===== src/nvac_params.svh =====
// Constants of the autosave and recall control block.
`ifndef NVAC_PARAMS_SVH
`define NVAC_PARAMS_SVH
// Command codes on the serial link.
`define NVAC_OP_SET_WRITE_LATCH 8'h06
`define NVAC_OP_READ_STATUS     8'h05
`define NVAC_OP_WRITE           8'h02
`define NVAC_OP_SECURE_WRITE    8'h12
`define NVAC_OP_WRITE_SERIAL    8'hC2
`define NVAC_OP_READ_SERIAL     8'hC3
`define NVAC_OP_STORE           8'h08
`define NVAC_OP_RECALL          8'h09
`define NVAC_OP_SLEEP           8'hB9
`define NVAC_OP_NONE            8'h00
// Frame layout counted in bytes, opcode byte included.
`define NVAC_SN_FRAME_BYTES     5'h11
`define NVAC_ADDR_HI_BYTE       5'h01
`define NVAC_ADDR_LO_BYTE       5'h02
`define NVAC_FIRST_DATA_BYTE    5'h03
// Status byte field positions.
`define NVAC_STAT_BUSY_BIT      0
`define NVAC_STAT_WLATCH_BIT    1
`define NVAC_STAT_AUTOSAVE_DIS  7
// Timing: durations in ns and the derived counts of 10 ns cycles.
`define NVAC_CLK_PERIOD_NS      10
`define NVAC_STORE_TIME_NS      8000000
`define NVAC_RECALL_TIME_NS     200000
`define NVAC_STORE_CYCLES       (`NVAC_STORE_TIME_NS / `NVAC_CLK_PERIOD_NS)
`define NVAC_RECALL_CYCLES      (`NVAC_RECALL_TIME_NS / `NVAC_CLK_PERIOD_NS)
`endif


===== src/nvac_pkg.sv =====
// Types shared by the autosave and recall control block.
package nvac_pkg;
  typedef enum logic [2:0] {
    NVAC_IDLE      = 3'b000,
    NVAC_RECALL    = 3'b001,
    NVAC_STORE     = 3'b010,
    NVAC_AUTOSTORE = 3'b011,
    NVAC_SLEEP     = 3'b100,
    NVAC_POWERDOWN = 3'b101
  } nvac_seq_type;
  typedef struct packed {
    logic        strobe;
    logic        secure;
    logic [15:0] addr;
    logic [7:0]  data;
  } nvac_wr_type;
  typedef struct packed {
    logic commit;
    logic discard;
  } nvac_sec_type;
endpackage


===== src/nvac_sync.sv =====
// Two-stage synchroniser for pins from outside the clock domain.
`timescale 1ns/10ps
module nvac_sync #(
  parameter int             WIDTH = 1,
  parameter logic [WIDTH-1:0] INIT = '0
) (
  // Clock and reset.
  input  wire logic             clk,
  input  wire logic             rst,
  // Asynchronous level in, synchronised level out.
  input  wire logic [WIDTH-1:0] d,
  output logic      [WIDTH-1:0] q
);
  logic [WIDTH-1:0] meta_reg;

  // The first stage is read by the second stage only.
  always_ff @(posedge clk or posedge rst)
  begin
    if (rst)
    begin
      meta_reg <= INIT;
      q        <= INIT;
    end
    else
    begin
      meta_reg <= d;
      q        <= meta_reg;
    end
  end
endmodule


===== src/nvac_ctrl.sv =====
// Serial command front end with store, recall, sleep and autosave sequencing.
`timescale 1ns/10ps
`include "nvac_params.svh"
module nvac_ctrl #(
  parameter int STORE_CYCLES  = `NVAC_STORE_CYCLES,
  parameter int RECALL_CYCLES = `NVAC_RECALL_CYCLES,
  parameter int CNT_W         = 20
) (
  // Clock and reset.
  input  wire logic                  CLK,
  input  wire logic                  RST,
  // Serial link pins.
  input  wire logic                  CS_N,
  input  wire logic                  SCK,
  input  wire logic                  SI,
  output logic                       SO,
  output logic                       SO_OE_N,
  // Supply monitor and configuration.
  input  wire logic                  PWR_FAIL,
  input  wire logic                  AUTOSAVE_DISABLE,
  output logic                       HOLDUP_ISOLATE,
  // Array write port and secure write outcome.
  output nvac_pkg::nvac_wr_type      WR,
  output nvac_pkg::nvac_sec_type     SEC,
  // Sequencer state.
  output nvac_pkg::nvac_seq_type     STATE,
  output logic                       BUSY,
  output logic                       DIRTY
);
  import nvac_pkg::*;

  logic             cs_n_s, sck_s, si_s, pf_s, dis_s;
  logic             sck_d_reg, cs_d_reg, pf_d_reg;
  logic [2:0]       bit_cnt_reg;
  logic [4:0]       byte_cnt_reg;
  logic [7:0]       rx_reg, op_reg;
  logic [15:0]      addr_reg;
  logic             wlatch_reg, tx_en_reg;
  logic [127:0]     tx_reg, sn_stage_reg, sn_vol_reg, sn_nv_reg;
  logic [CNT_W-1:0] cnt_reg, cnt_next, cnt_limit;
  logic             recall_req_reg, dirty_reg;
  nvac_seq_type     seq_reg, seq_next;
  logic [7:0]       status_w;

  // Pins and the supply monitor pass two flip-flops first.
  nvac_sync #(.WIDTH(5), .INIT(5'h10)) u_sync (
    .clk (CLK),
    .rst (RST),
    .d   ({CS_N, SCK, SI, PWR_FAIL, AUTOSAVE_DISABLE}),
    .q   ({cs_n_s, sck_s, si_s, pf_s, dis_s})
  );

  // Edge detection on the synchronised link signals.
  always_ff @(posedge CLK or posedge RST)
  begin
    if (RST)
    begin
      sck_d_reg <= 1'b0;
      cs_d_reg  <= 1'b1;
      pf_d_reg  <= 1'b0;
    end
    else
    begin
      sck_d_reg <= sck_s;
      cs_d_reg  <= cs_n_s;
      pf_d_reg  <= pf_s;
    end
  end

  // Link is dead while asleep, powered down or storing on power loss.
  wire link_off  = pf_s || seq_reg == NVAC_SLEEP || seq_reg == NVAC_AUTOSTORE
                   || seq_reg == NVAC_POWERDOWN;
  wire sck_rise  = sck_s && !sck_d_reg && !cs_n_s && !link_off;
  wire sck_fall  = !sck_s && sck_d_reg && !cs_n_s && !link_off;
  wire cs_rise   = cs_n_s && !cs_d_reg && !link_off;
  wire cs_fall   = !cs_n_s && cs_d_reg;
  wire pf_rise   = pf_s && !pf_d_reg;
  wire [7:0] rx_byte  = {rx_reg[6:0], si_s};
  wire byte_done = sck_rise && bit_cnt_reg == 3'h7;
  wire op_load   = byte_done && byte_cnt_reg == 5'h00;

  // Opcode admission: status read only while busy, latch for writes.
  wire busy_seq  = seq_reg == NVAC_RECALL || seq_reg == NVAC_STORE;
  wire op_ok     = seq_reg == NVAC_IDLE
                   || (busy_seq && rx_byte == `NVAC_OP_READ_STATUS);
  wire rx_needs_latch = rx_byte == `NVAC_OP_WRITE || rx_byte == `NVAC_OP_SECURE_WRITE
                        || rx_byte == `NVAC_OP_WRITE_SERIAL;
  wire op_needs_latch = op_reg == `NVAC_OP_WRITE || op_reg == `NVAC_OP_SECURE_WRITE
                        || op_reg == `NVAC_OP_WRITE_SERIAL;
  wire op_accept = op_ok && !(rx_needs_latch && !wlatch_reg);
  wire is_arr_wr = op_reg == `NVAC_OP_WRITE || op_reg == `NVAC_OP_SECURE_WRITE;
  wire is_secure = op_reg == `NVAC_OP_SECURE_WRITE;
  wire data_byte = byte_done && is_arr_wr && byte_cnt_reg >= `NVAC_FIRST_DATA_BYTE;
  wire frame_one = cs_rise && byte_cnt_reg == 5'h01 && bit_cnt_reg == 3'h0;
  wire sn_commit = cs_rise && op_reg == `NVAC_OP_WRITE_SERIAL
                   && byte_cnt_reg == `NVAC_SN_FRAME_BYTES && bit_cnt_reg == 3'h0;
  wire sec_done  = cs_rise && is_secure && bit_cnt_reg == 3'h0
                   && byte_cnt_reg >= `NVAC_FIRST_DATA_BYTE;
  wire save_ok   = dirty_reg && !dis_s;
  wire [4:0] byte_cnt_inc = (byte_cnt_reg == 5'h1F) ? 5'h1F : 5'(byte_cnt_reg + 5'h01);

  // Status byte as shifted out on a status read.
  always_comb
  begin
    status_w = 8'h00;
    status_w[`NVAC_STAT_BUSY_BIT]     = busy_seq;
    status_w[`NVAC_STAT_WLATCH_BIT]   = wlatch_reg;
    status_w[`NVAC_STAT_AUTOSAVE_DIS] = dis_s;
  end

  // Bit and byte framing; deselect or power fail drops a partial byte.
  always_ff @(posedge CLK or posedge RST)
  begin
    if (RST)
    begin
      bit_cnt_reg  <= 3'h0;
      byte_cnt_reg <= 5'h00;
      rx_reg       <= 8'h00;
      op_reg       <= `NVAC_OP_NONE;
    end
    else if (cs_n_s || link_off)
    begin
      bit_cnt_reg  <= 3'h0;
      byte_cnt_reg <= 5'h00;
      op_reg       <= `NVAC_OP_NONE;
    end
    else if (sck_rise)
    begin
      rx_reg      <= rx_byte;
      bit_cnt_reg <= 3'(bit_cnt_reg + 3'h1);
      if (bit_cnt_reg == 3'h7)
        byte_cnt_reg <= byte_cnt_inc;
      if (op_load)
        op_reg <= op_accept ? rx_byte : `NVAC_OP_NONE;
    end
  end

  // Address capture and array write strobes, one per whole byte.
  always_ff @(posedge CLK or posedge RST)
  begin
    if (RST)
    begin
      addr_reg <= 16'h0000;
      WR       <= '0;
    end
    else
    begin
      WR.strobe <= data_byte;
      if (byte_done && is_arr_wr && byte_cnt_reg == `NVAC_ADDR_HI_BYTE)
        addr_reg[15:8] <= rx_byte;
      else if (byte_done && is_arr_wr && byte_cnt_reg == `NVAC_ADDR_LO_BYTE)
        addr_reg[7:0] <= rx_byte;
      else if (data_byte)
      begin
        WR.secure <= is_secure;
        WR.addr   <= addr_reg;
        WR.data   <= rx_byte;
        addr_reg  <= 16'(addr_reg + 16'h0001);
      end
    end
  end

  // Secure write outcome: commit on clean deselect, discard on power fail.
  always_ff @(posedge CLK or posedge RST)
  begin
    if (RST)
      SEC <= '0;
    else
    begin
      SEC.commit  <= sec_done;
      SEC.discard <= pf_rise && is_secure;
    end
  end

  // Write latch: set by its command, cleared after a write frame or power fail.
  always_ff @(posedge CLK or posedge RST)
  begin
    if (RST)
      wlatch_reg <= 1'b0;
    else if (op_load && op_ok && rx_byte == `NVAC_OP_SET_WRITE_LATCH)
      wlatch_reg <= 1'b1;
    else if (pf_s || (cs_rise && op_needs_latch))
      wlatch_reg <= 1'b0;
  end

  // Serial number staging, volatile copy and non-volatile copy.
  always_ff @(posedge CLK or posedge RST)
  begin
    if (RST)
    begin
      sn_stage_reg <= '0;
      sn_vol_reg   <= '0;
      sn_nv_reg    <= '0;
    end
    else
    begin
      if (byte_done && op_reg == `NVAC_OP_WRITE_SERIAL && byte_cnt_reg != 5'h00
          && byte_cnt_reg < `NVAC_SN_FRAME_BYTES)
        sn_stage_reg <= {sn_stage_reg[119:0], rx_byte};
      if (sn_commit)
        sn_vol_reg <= sn_stage_reg;
      else if (seq_next == NVAC_RECALL && seq_reg != NVAC_RECALL)
        sn_vol_reg <= sn_nv_reg;
      if ((seq_next == NVAC_STORE && seq_reg != NVAC_STORE)
          || (seq_next == NVAC_AUTOSTORE && seq_reg != NVAC_AUTOSTORE))
        sn_nv_reg <= sn_vol_reg;
    end
  end

  // Read data: loaded after the opcode, shifted out on falling clock edges.
  always_ff @(posedge CLK or posedge RST)
  begin
    if (RST)
    begin
      tx_reg    <= '0;
      tx_en_reg <= 1'b0;
      SO        <= 1'b0;
      SO_OE_N   <= 1'b1;
    end
    else
    begin
      SO_OE_N <= !(tx_en_reg && !cs_n_s && !link_off);
      if (cs_n_s || link_off)
        tx_en_reg <= 1'b0;
      else if (op_load && op_accept && rx_byte == `NVAC_OP_READ_STATUS)
      begin
        tx_reg    <= {16{status_w}};
        tx_en_reg <= 1'b1;
      end
      else if (op_load && op_accept && rx_byte == `NVAC_OP_READ_SERIAL)
      begin
        tx_reg    <= sn_vol_reg;
        tx_en_reg <= 1'b1;
      end
      else if (sck_fall && tx_en_reg)
      begin
        SO     <= tx_reg[127];
        tx_reg <= {tx_reg[126:0], 1'b0};
      end
    end
  end

  // Sequencer next state; power fail overrides every transition from idle, recall, store and sleep.
  assign cnt_limit = (seq_reg == NVAC_RECALL) ? CNT_W'(RECALL_CYCLES - 1)
                                              : CNT_W'(STORE_CYCLES - 1);
  wire cnt_done = cnt_reg == cnt_limit;
  always_comb
  begin
    seq_next = seq_reg;
    case (seq_reg)
      NVAC_IDLE:
        if (recall_req_reg && !pf_s)
          seq_next = NVAC_RECALL;
        else if (frame_one && op_reg == `NVAC_OP_STORE)
          seq_next = NVAC_STORE;
        else if (frame_one && op_reg == `NVAC_OP_RECALL)
          seq_next = NVAC_RECALL;
        else if (frame_one && op_reg == `NVAC_OP_SLEEP)
          seq_next = NVAC_SLEEP;
      NVAC_RECALL, NVAC_STORE:
        if (cnt_done)
          seq_next = NVAC_IDLE;
      NVAC_AUTOSTORE:
        if (cnt_done)
          seq_next = NVAC_POWERDOWN;
      NVAC_SLEEP:
        if (cs_fall)
          seq_next = NVAC_RECALL;
      NVAC_POWERDOWN:
        if (!pf_s)
          seq_next = NVAC_IDLE;
      default:
        seq_next = NVAC_IDLE;
    endcase
    if (pf_s && seq_reg != NVAC_AUTOSTORE && seq_reg != NVAC_POWERDOWN)
      seq_next = save_ok ? NVAC_AUTOSTORE : NVAC_POWERDOWN;
    cnt_next = (seq_next != seq_reg) ? '0 : CNT_W'(cnt_reg + 1'b1);
  end

  // Sequencer state, cycle counter and registered status outputs.
  always_ff @(posedge CLK or posedge RST)
  begin
    if (RST)
    begin
      seq_reg        <= NVAC_IDLE;
      cnt_reg        <= '0;
      STATE          <= NVAC_IDLE;
      BUSY           <= 1'b0;
      HOLDUP_ISOLATE <= 1'b0;
    end
    else
    begin
      seq_reg        <= seq_next;
      cnt_reg        <= cnt_next;
      STATE          <= seq_next;
      BUSY           <= seq_next == NVAC_RECALL || seq_next == NVAC_STORE
                        || seq_next == NVAC_AUTOSTORE;
      HOLDUP_ISOLATE <= pf_s;
    end
  end

  // Recall request and dirty flag; a set wins over a clear.
  always_ff @(posedge CLK or posedge RST)
  begin
    if (RST)
    begin
      recall_req_reg <= 1'b1;
      dirty_reg      <= 1'b0;
      DIRTY          <= 1'b0;
    end
    else
    begin
      if (pf_s)
        recall_req_reg <= 1'b1;
      else if (seq_next == NVAC_RECALL)
        recall_req_reg <= 1'b0;
      if (data_byte || sn_commit)
        dirty_reg <= 1'b1;
      else if (seq_next != seq_reg && (seq_next == NVAC_RECALL
               || seq_next == NVAC_STORE || seq_next == NVAC_AUTOSTORE))
        dirty_reg <= 1'b0;
      DIRTY <= dirty_reg;
    end
  end
endmodule


===== config.mk =====
export PLATFORM = sky130hd
export DESIGN_NAME = nvac_ctrl
export DESIGN_NICKNAME = d
export VERILOG_FILES = /design/src/nvac_pkg.sv /design/src/nvac_sync.sv /design/src/nvac_ctrl.sv
export VERILOG_INCLUDE_DIRS = /design/src
export SDC_FILE = /design/constraint.sdc
export NUM_CORES = 1
export LEC_CHECK = 0
export ABC_AREA = 1
export BUFFER_PORTS_ARGS = -buffer_cell sky130_fd_sc_hd__buf_2
export CAP_MARGIN = 20
export CELL_PAD_IN_SITES_DETAIL_PLACEMENT = 1
export CELL_PAD_IN_SITES_GLOBAL_PLACEMENT = 2
export CORE_MARGIN = 10
export CORE_UTILIZATION = 39
export DETAILED_ROUTE_END_ITERATION = 6
export PLACE_DENSITY = 0.88
export SETUP_SLACK_MARGIN = 0.05
export SYNTH_ARGS = -nofsm -noshare
export SYNTH_HDL_FRONTEND = slang
export SYNTH_SLANG_ARGS = --single-unit

===== constraint.sdc =====
create_clock -name CLK -period 28.6 [get_ports CLK]
set_input_delay 5.72 -clock CLK [delete_from_list [all_inputs] [get_ports CLK]]
set_output_delay 5.72 -clock CLK [all_outputs]
set_load 0.1 [all_outputs]

* Word-level counts from Yosys, hierarchy flattened *
Cells that the tools add are included.

word-level totals
  flip-flop bits (word level) = 623
  input bits = 7
  output and inout bits = 36
  logic and storage cells = 216

operators by class
  $add $sub $neg = 4
  magnitude comparators = 2
  equality and inequality tests = 32
  multiplexer cells = 41
  bitwise gates (word level) = 5
  reductions and logical operators = 101

operator list
  kind                     count
  $mux W128                5
  $mux W8                  7
  $logic_and A1 B1 Y1      51
  $mux W20                 2
  $mux W3                  12
  $eq A8 B8 Y1 const B     4
  $add A20 B1 Y20 const B  1
  $eq A20 B20 Y1           1
  $mux W5                  4
  $reduce_bool A2 Y1       9
  $add A16 B1 Y16 const B  1
  $eq A8 B2 Y1 const B     2
  $eq A8 B3 Y1 const B     2
  $eq A8 B4 Y1 const B     2
  $eq A8 B5 Y1 const B     2
  $mux W16                 1
  $logic_or A1 B1 Y1       15
  $pmux W3 S5              1
  $eq A3 B2 Y1 const B     4
  $reduce_and A2 Y1        6
  $logic_not A1 Y1         11
  $eq A5 B5 Y1 const B     2
  $eq A3 B3 Y1 const B     3
  $mux W1                  9
  other kinds (20)         28

* Logic depth before layout (Yosys ltp) *
Gate-level depths: netlist (run 1).

  depth after elaboration = 21
  mapped depth = 19
  depth with buffers taken out = 18

* Modules after synthesis *
From an unflattened synthesis (run 1), not the netlist that was laid out.

unflattened totals
  cell total of the unflattened synthesis = 3221
  area total of the unflattened synthesis = 27356.2 µm²

by module, submodules not included
  module     instances  cells an instance  area an instance (µm²)  seq. area each (µm²)
  nvac_ctrl  1          3210               27099.7                 15343.5
  nvac_sync  1          11                 256.5                   252.7

* Worst setup path after synthesis (run 1) *
No wires, ideal clock.

  path type = flip-flop to output port
  start point = register seq_reg[1] (netlist name)
  end point = output STATE[1]
  arrival = 0.997 ns
  data required time = 22.880 ns
  setup slack = 21.883 ns
  cell stages (with the launch flop) = 1
  path buffers = 0
  cell sequence = dfrtp_1

RTL lines
  what              RTL line         RTL
  end: declaration  nvac_ctrl.sv:26  output nvac_pkg::nvac_seq_type STATE,

==> results of run 1 <==
==> power by group <==
| part | leakage [nW] | internal, mW | switching, mW |
|---|---|---|---|
| sequential | 8.24 | 1.07 | 0.0904 |
| clock | 1.13 | 0.538 | 0.365 |
| combinational | 4.94 | 0.167 | 0.392 |
| total | 14.3 | 1.77 | 0.847 |
==> stage by stage <==
stage	hold slack, ns	setup slack [ns]
CTS	0.3516	20.86
detailed placement	0.3401	20.21
floorplan	0.3312	5.441
finish	0.3492	20.97
global route	0.3528	20.54
global placement	0.3328	20.32
==> worst min path at each step <==
stage | slack (ns) | depth (start not counted) | endpoint | from
after global placement | 0.33 | 0 | u_sync.q[3]$_DFF_PP0_ | u_sync.meta_reg[3]$_DFF_PP0_
final | 0.35 | 0 | u_sync.q[0]$_DFF_PP0_ | u_sync.meta_reg[0]$_DFF_PP0_
after global routing | 0.35 | 0 | u_sync.q[0]$_DFF_PP0_ | u_sync.meta_reg[0]$_DFF_PP0_
after detailed placement | 0.34 | 0 | u_sync.q[0]$_DFF_PP0_ | u_sync.meta_reg[0]$_DFF_PP0_
after CTS | 0.35 | 0 | u_sync.q[0]$_DFF_PP0_ | u_sync.meta_reg[0]$_DFF_PP0_
after floorplan | 0.33 | 0 | u_sync.q[0]$_DFF_PP0_ | u_sync.meta_reg[0]$_DFF_PP0_
==> layout make-up <==
type / count / area [um^2]
clock buffers: 107 / 2117
clock inverters: 18 / 178.9
fillers: 8205 / 39330
inverters: 462 / 1747
multi-input cells: 1976 / 9244
flip-flops and latches: 623 / 15600
well taps: 940 / 1176
repair buffers: 62 / 401.6
==> per-layer routing <==
| metal | vias to the layer above | routed length [um] | part of all wire | track usage |
|---|---|---|---|---|
| li1 | 10220 | - | - | - |
| met1 | 10710 | 33490 | 0.47 | 0.2350 |
| met2 | 203 | 34690 | 0.49 | 0.3026 |
| met3 | 80 | 2063 | 0.029 | 0.02601 |
| met4 | 0 | 999 | 0.014 | 0.04079 |
| met5 | - | 0 | 0 | 0 |
==> cell families (layout without fill, tap and decap cells) <==
family | after synthesis | after routing
xor+xnor | 21 | 21
mux | 1 | 1
flops | 623 | 623
fa+ha+maj | 9 | 9
simple gates | 1123 | 1123
compound gates | 822 | 822
buf+inv | 644 | 649
==> layout by cell type (no fill, tap or decap), types with 22 or more instances in the layout <==
master / netlist / final
o21ai_0: 442 / 442
inv_1: 455 / 454
o22ai_1: 66 / 66
nor3_1: 22 / 22
nand3_1: 33 / 33
a21oi_1: 147 / 147
nor2_1: 206 / 206
dfrtp_1: 618 / 618
o211ai_1: 56 / 56
clkbuf_16: 0 / 75
nand2_1: 821 / 818
o21ai_1: 80 / 80
buf_2: 40 / 42
==> critical path: cells and delay by family <==
family | cells | cell delay (ns)
buffers and inverters | 4 | 2.28
==> impl_metrics.ini, run 1 <==
[cts]
cts_setup_buffers = 0
cts_root_buf = clkbuf_16
cts_max_path_buffers = 3
clock_latency_ns = 0.61
clk_pin_slew_worst_paths_ns = 0.05
post_cts_resized = 0
htree_levels = 3
cts_buffers = 72
postCtsHoldBufs = 0
clkSinkCount = 623
cts_tree = done

[power_and_ir_drop]
peakVddDrop_mv = 0.05681
leakagePower_nw = 14.32
p_per_area_mw_per_mm2 = 86.00
power_mw = 2.620

[drt]
firstDrtPassIters = 5
drc_errors = 0
ant_nets = 0
first_iter_violations = 1227
avgRoutedWirePerCell_um = 17.01
vias_per_cell = 5.064
num_vias = 21210
routed_wl_mm = 71.24

[yosys]
synth.avg_cell_area_um2 = 8.440
synth-simple-area-share = 0.1626
netlist_instances = 3243
synth_top_family_by_area = simple AND/OR/NAND/NOR gates
synth_top_cells_by_area = dfrtp_1, nand2_1, o21ai_0
ys_types = 46
synth_ff_type = dfrtp_1
synth_compound_area_frac = 0.1626
synthArstFlopShare = 1.000
yosysMostFrequentCell = nand2_1
synthTopCellsByCount = nand2_1, dfrtp_1, inv_1, o21ai_0, nor2_1
synth_fp_nets = 3259
syn_area_mm2 = 0.02737
synth-seq-area-share = 0.5698
synth_mux_area_frac = 0.0004114
ys_ff_latch = 623
synth_edf_count = 0
yosys_warnings = 0
yosys.area.top_type_share = 0.5650
yosysTopAreaCell = dfrtp_1
synth_xor_area_frac = 0.006720
yosys.area_share.adder = 0.004114

[die]
dieHeight_um = 284.9
start_util = 0.3922
row_count = 97
die_w_um = 284.9
io_pins = 43
dieArea_mm2 = 0.08118
coreArea_mm2 = 0.06979

[critical_path]
crit_top_cell = buf_4
critPathMaxStageDelay_ns = 0.87
cp_slowest_cell = buf_4
path_class = in2async
crit_path_end_kind = asynchronous set/reset pin
r2r_cells = 14
start_kind = input pin
critical_path.cell_chain = buf_2, inv_8, buf_4, buf_4
ff2ff_setup_slack_ns = 22.72
r2r_start = rx_reg[4]$_DFFE_PP0P_
reg2reg_to = tx_reg[21]$_DFFE_PP0P_
cp.arrival_ns = 8.20
endpoint = sn_vol_reg[120]$_DFFE_PP0P_
required_ns = 29.17
crit_start = RST
path_max_fanout = 100

[timing]
hold_viol_final = 0
rsz0062_at_grt = no
finalCritPeriodShare = 0.2667
timing.final.crit_period_ns = 7.629
setup_viol = 0
setup_tns_ns = 0
slew_headroom = 0.2214
clock_skew_ns = 0.02208
clock.fmax_mhz = 131.1
finalMaxSlewViolations = 0
tightest_slew_ns = 1.168

[layout]
nets = 3213
syn2layout_area_growth_pct = 11.29
final_cell_area_mm2 = 0.03046
drive_gt1_frac = 0.06466
n_antenna_cell = 0
final_cells = 4188
fin_util = 0.4365

[place]
dp.final_hpwl_mm = 43.17
place_inst = 4063
io_buffers = 42
place_area_mm2 = 0.02816
place.gp.congestion = 0.7755

[global_routing]
overflow = 0
antenna_found_initial = 0
grt_max_degree = 205
grt_pass1_vias = 23310
grt_pass1_wl_mm = 120.7
grt_usage = 0.1771

[outcome]
outcome = complete, no violations

[min_path]
hold_class = reg2reg

[flow_run]
drv_cap = 0
(Power assumes the default switching activity.)
==> inputs of run 2 (changes only) <==
==> constraint.sdc (replaced) <==
create_clock -name CLK -period 7.5 [get_ports CLK]
set_input_delay 1.5 -clock CLK [delete_from_list [all_inputs] [get_ports CLK]]
set_output_delay 1.5 -clock CLK [all_outputs]
set_load 0.1 [all_outputs]
==> impl_metrics.ini, run 2 (synthesized netlist as in run 1, its figures left out) <==
[layout]
layout_common_cells = nand2_1, dfrtp_1, inv_1, o21ai_0, nor2_1
fin_util = 0.4370
layout_commonest_cell = nand2_1
n_antenna_cell = 0
final_cell_area_mm2 = 0.03050
drive_gt1_frac = 0.06219
nets = 3210
syn2layout_area_growth_pct = 11.41

[die]
start_util = 0.3922
io_pins = 43
dieArea_mm2 = 0.08118
row_count = 97
die_w_um = 284.9
coreArea_mm2 = 0.06979
dieHeight_um = 284.9

[critical_path]
crit_path_end_kind = flop
ff2ff_setup_slack_ns = 2.78
critical_path.cell_chain = inv_1, nand3_2, nand2_1, nor2_2, nand2_4, nor2_8, nand2_4, nor2_4, nand2_2, nor2_4, nand2_2, buf_4, nand2_4, nor2_4, inv_6, buf_16, nand2_1, o21ai_1
path_max_fanout = 134
r2r_start = seq_reg[2]$_DFF_PP0_
critPathMaxStageDelay_ns = 0.91
cp_slowest_cell = nor2_4
reg2reg_to = tx_reg[78]$_DFFE_PP0P_
path_class = reg2reg
cp.arrival_ns = 5.18
required_ns = 7.96
crit_start = seq_reg[2]$_DFF_PP0_
endpoint = tx_reg[78]$_DFFE_PP0P_
start_kind = flop
r2r_cells = 18

[timing]
clock_skew_ns = 0.02757
timing.final.crit_period_ns = 4.717
finalWorstSetupSlack_ns = 2.783
slew_headroom = 0.1604
hold_ws_ns = 0.3523
setup_viol = 0
hold_viol_final = 0
rsz0062_at_grt = no
finalCritPeriodShare = 0.6289
finalMaxSlewViolations = 0
setup_tns_ns = 0
clock.fmax_mhz = 212.0
tightest_slew_ns = 1.259

[cts]
cts_setup_buffers = 0
cts_buffers = 72
clk_pin_slew_worst_paths_ns = 0.06
clock_latency_ns = 0.61
clkSinkCount = 623
postCtsHoldBufs = 0
cts_root_buf = clkbuf_16
post_cts_resized = 0
cts_tree = done
cts_max_path_buffers = 3
htree_levels = 3

[place]
place_area_mm2 = 0.02816
dp.final_hpwl_mm = 43.84
place.gp.congestion = 0.8198
io_buffers = 42
dp_slack_ns = 2.216

[outcome]
outcome = complete, no violations

[drt]
ant_nets = 0
routed_wl_mm = 71.07
vias_per_cell = 5.087
drc_errors = 0
avgRoutedWirePerCell_um = 16.97
num_vias = 21300
firstDrtPassIters = 5
first_iter_violations = 1357

[power_and_ir_drop]
leakagePower_nw = 14.30
p_per_area_mw_per_mm2 = 329.0
peakVddDrop_mv = 0.5190

[global_routing]
grt_max_degree = 257
grt_pass1_wl_mm = 119.4
grt_pass1_vias = 22930
grt_usage = 0.1761
antenna_found_initial = 0
overflow = 0

[flow_run]
drv_cap = 0

[min_path]
hold_class = reg2reg
run 2: cell types whose count changed in the layout (fill, tap and decap cells not counted), sizes merged:
cell / delta
clkinv: -1
inv: -4
clkbuf: +7
clkinvlp: +1
buf: -3
run 2: cell type report:
class / instances / area, um^2
clock inverter: 14 / 170.2
inverter: 462 / 1743
timing repair buffer: 59 / 432.9
multi-input combinational: 1976 / 9244
tap: 940 / 1176
clock buffer: 114 / 2133
fill: 8188 / 39290
sequential: 623 / 15600
run 2: worst min-delay path by stage:
stage | start | to | slack (ns) | depth (start not counted)
2_1_floorplan | u_sync.meta_reg[0]$_DFF_PP0_ | u_sync.q[0]$_DFF_PP0_ | 0.33 | 0
3_3_place_gp | u_sync.meta_reg[3]$_DFF_PP0_ | u_sync.q[3]$_DFF_PP0_ | 0.33 | 0
3_5_place_dp | u_sync.meta_reg[3]$_DFF_PP0_ | u_sync.q[3]$_DFF_PP0_ | 0.34 | 0
4_1_cts | u_sync.meta_reg[3]$_DFF_PP0_ | u_sync.q[3]$_DFF_PP0_ | 0.35 | 0
5_1_grt | u_sync.meta_reg[4]$_DFF_PP1_ | u_sync.q[4]$_DFF_PP1_ | 0.36 | 0
6_report | u_sync.meta_reg[0]$_DFF_PP0_ | u_sync.q[0]$_DFF_PP0_ | 0.35 | 0
run 2: critical path, delay by kind of cell, from the launching register on:
family	cells	cell delay (ns)
buffers and inverters	4	1.22
DFF	1	0.41
and+or+nand+nor	13	2.67
AOI/OAI and AO/OA	1	0.08
run 2: power by group:
group          switching [mW]  internal, mW  leakage (nW)  total [mW]
registers               0.370          4.07          8.24        4.44
logic                    1.50         0.650          4.93        2.15
clock network            1.39          2.05          1.12        3.44
run 2: per-layer routing:
layer  vias to the layer above  track usage  wire (um)
li1                      10220            -          -
met1                     10830       0.2352      33910
met2                       182       0.2945      33780
met3                        78      0.02704       2144
met4                         0      0.04856       1236
met5                         -            0          0
run 2: stage by stage:
stage	total power [mW]	instances
6_report	10.03	4188
2_1_floorplan	6.025	3243
3_5_place_dp	6.663	4059
4_1_cts	10.18	4187
3_3_place_gp	6.441	4059
5_1_grt	10.72	4188
==> inputs of run 3 (changes only) <==
==> constraint.sdc (replaced) <==
create_clock -name CLK -period 4.7 [get_ports CLK]
set_input_delay 0.94 -clock CLK [delete_from_list [all_inputs] [get_ports CLK]]
set_output_delay 0.94 -clock CLK [all_outputs]
set_load 0.1 [all_outputs]
==> impl_metrics.ini, run 3 (synthesized netlist as in run 1, its figures left out) <==
[outcome]
outcome = complete, no violations

[cts]
post_cts_resized = 0
cts_setup_buffers = 0
cts_tree = done
clk_pin_slew_worst_paths_ns = 0.06
cts_root_buf = clkbuf_16
postCtsHoldBufs = 0
clkSinkCount = 623
htree_levels = 3
cts_buffers = 72
cts_max_path_buffers = 3
clock_latency_ns = 0.60

[critical_path]
cp_top_family = simple AND/OR/NAND/NOR gates
ff2ff_setup_slack_ns = 0.81
cp.arrival_ns = 4.35
r2r_cells = 13
start_kind = flop
required_ns = 5.17
crit_top_cell = nand2_1
r2r_start = rx_reg[4]$_DFFE_PP0P_
endpoint = tx_reg[70]$_DFFE_PP0P_
critPathMaxStageDelay_ns = 0.61
path_class = reg2reg
crit_path_end_kind = flop
worst-path-stages = 13
path_max_fanout = 84
crit_start = rx_reg[4]$_DFFE_PP0P_
critPathBufInv = 2
reg2reg_to = tx_reg[70]$_DFFE_PP0P_
critical_path.cell_chain = inv_1, nand4_1, nor4_2, nand2_1, nand2_1, nand2_2, nor2_4, nand2_8, nand2_4, buf_4, o22ai_1, nand2_1, o21ai_1
cp_slowest_cell = buf_4

[flow_run]
drv_cap = 0

[power_and_ir_drop]
leakagePower_nw = 14.42
p_per_area_mw_per_mm2 = 525.3
peakVddDrop_mv = 0.3383
power_mw = 16.13

[die]
dieArea_mm2 = 0.08118
row_count = 97
io_pins = 43
coreArea_mm2 = 0.06979
start_util = 0.3922
die_w_um = 284.9
dieHeight_um = 284.9

[layout]
layout_commonest_cell = nand2_1
fillers = 8264
final_cells = 4200
syn2layout_area_growth_pct = 12.18
final_cell_area_mm2 = 0.03071
nets = 3224
layout_common_cells = nand2_1, dfrtp_1, inv_1, o21ai_0, nor2_1
drive_gt1_frac = 0.06871
seqCellArea_mm2 = 0.01560
n_antenna_cell = 0
multi_input_area_mm2 = 0.009244

[global_routing]
overflow = 0
grt_max_degree = 158
antenna_found_initial = 0
grt_pass1_wl_mm = 121.1
grt_pass1_vias = 23160
grt_usage = 0.1780

[timing]
clock.fmax_mhz = 257.4
tightest_slew_ns = 0.9809
finalWorstSetupSlack_ns = 0.8150
clock_skew_ns = 0.01828
finalMaxSlewViolations = 0
hold_viol_final = 0
finalCritPeriodShare = 0.8266
slew_headroom = 0.3441
rsz0062_at_grt = no
setup_viol = 0
timing.final.crit_period_ns = 3.885

[drt]
num_vias = 21400
first_iter_violations = 1316
ant_nets = 0
drc_errors = 0
firstDrtPassIters = 5
routed_wl_mm = 71.92
vias_per_cell = 5.095
avgRoutedWirePerCell_um = 17.12

[place]
dp.final_hpwl_mm = 45.28
io_buffers = 42
place_area_mm2 = 0.02834
place_inst = 4074
dp_slack_ns = 0.8954
place.gp.congestion = 0.8228

[min_path]
worstHoldStart = u_sync.meta_reg[4]$_DFF_PP1_
hold_class = reg2reg
run 3: how the worst min path moves through the flow:
stage / endpoint / slack (ns) / cells after the start
finish: u_sync.q[4]$_DFF_PP1_ / 0.35 / 0
global route: u_sync.q[4]$_DFF_PP1_ / 0.36 / 0
CTS: u_sync.q[1]$_DFF_PP0_ / 0.36 / 0
detailed placement: u_sync.q[1]$_DFF_PP0_ / 0.34 / 0
global placement: u_sync.q[1]$_DFF_PP0_ / 0.34 / 0
floorplan: u_sync.q[0]$_DFF_PP0_ / 0.33 / 0
run 3: power breakdown:
part	leakage (nW)	internal (mW)	switching (mW)	total (mW)
combinational	5.02	1.06	2.42	3.47
clock	1.16	3.36	2.24	5.60
sequential	8.24	6.49	0.572	7.06
run 3: routing by layer:
metal | part of all wire | track usage
met1 | 0.47 | 0.2377
met2 | 0.48 | 0.3018
met3 | 0.029 | 0.02322
met4 | 0.016 | 0.04698
met5 | 0 | 0
run 3: per-stage QoR:
stage	utilization	setup TNS (ns)	hold WS (ns)
finish	0.4400	0	0.3549
global route	0.4400	0	0.3633
CTS	0.4400	0	0.3583
detailed placement	0.4061	0	0.3373
global placement	0.4061	0	0.3365
floorplan	-	-2941.56	0.3312
run 3: worst register-to-register path, cell delays in order (launching register included):
cell and delay (ns):
dfrtp_1 0.41, inv_1 0.25, nand4_1 0.22, nor4_2 0.52
nand2_1 0.18, nand2_1 0.16, nand2_2 0.10, nor2_4 0.21
nand2_8 0.34, nand2_4 0.25, buf_4 0.61, o22ai_1 0.31
nand2_1 0.13, o21ai_1 0.07
run 3: layout make-up:
cell class | count | share of cell area
well taps | 940 | 0.03830
inverters | 462 | 0.05676
repair buffers | 73 | 0.01891
multi-input cells | 1976 | 0.3010
clock buffers | 113 | 0.07265
clock inverters | 13 | 0.004401
flip-flops and latches | 623 | 0.5079
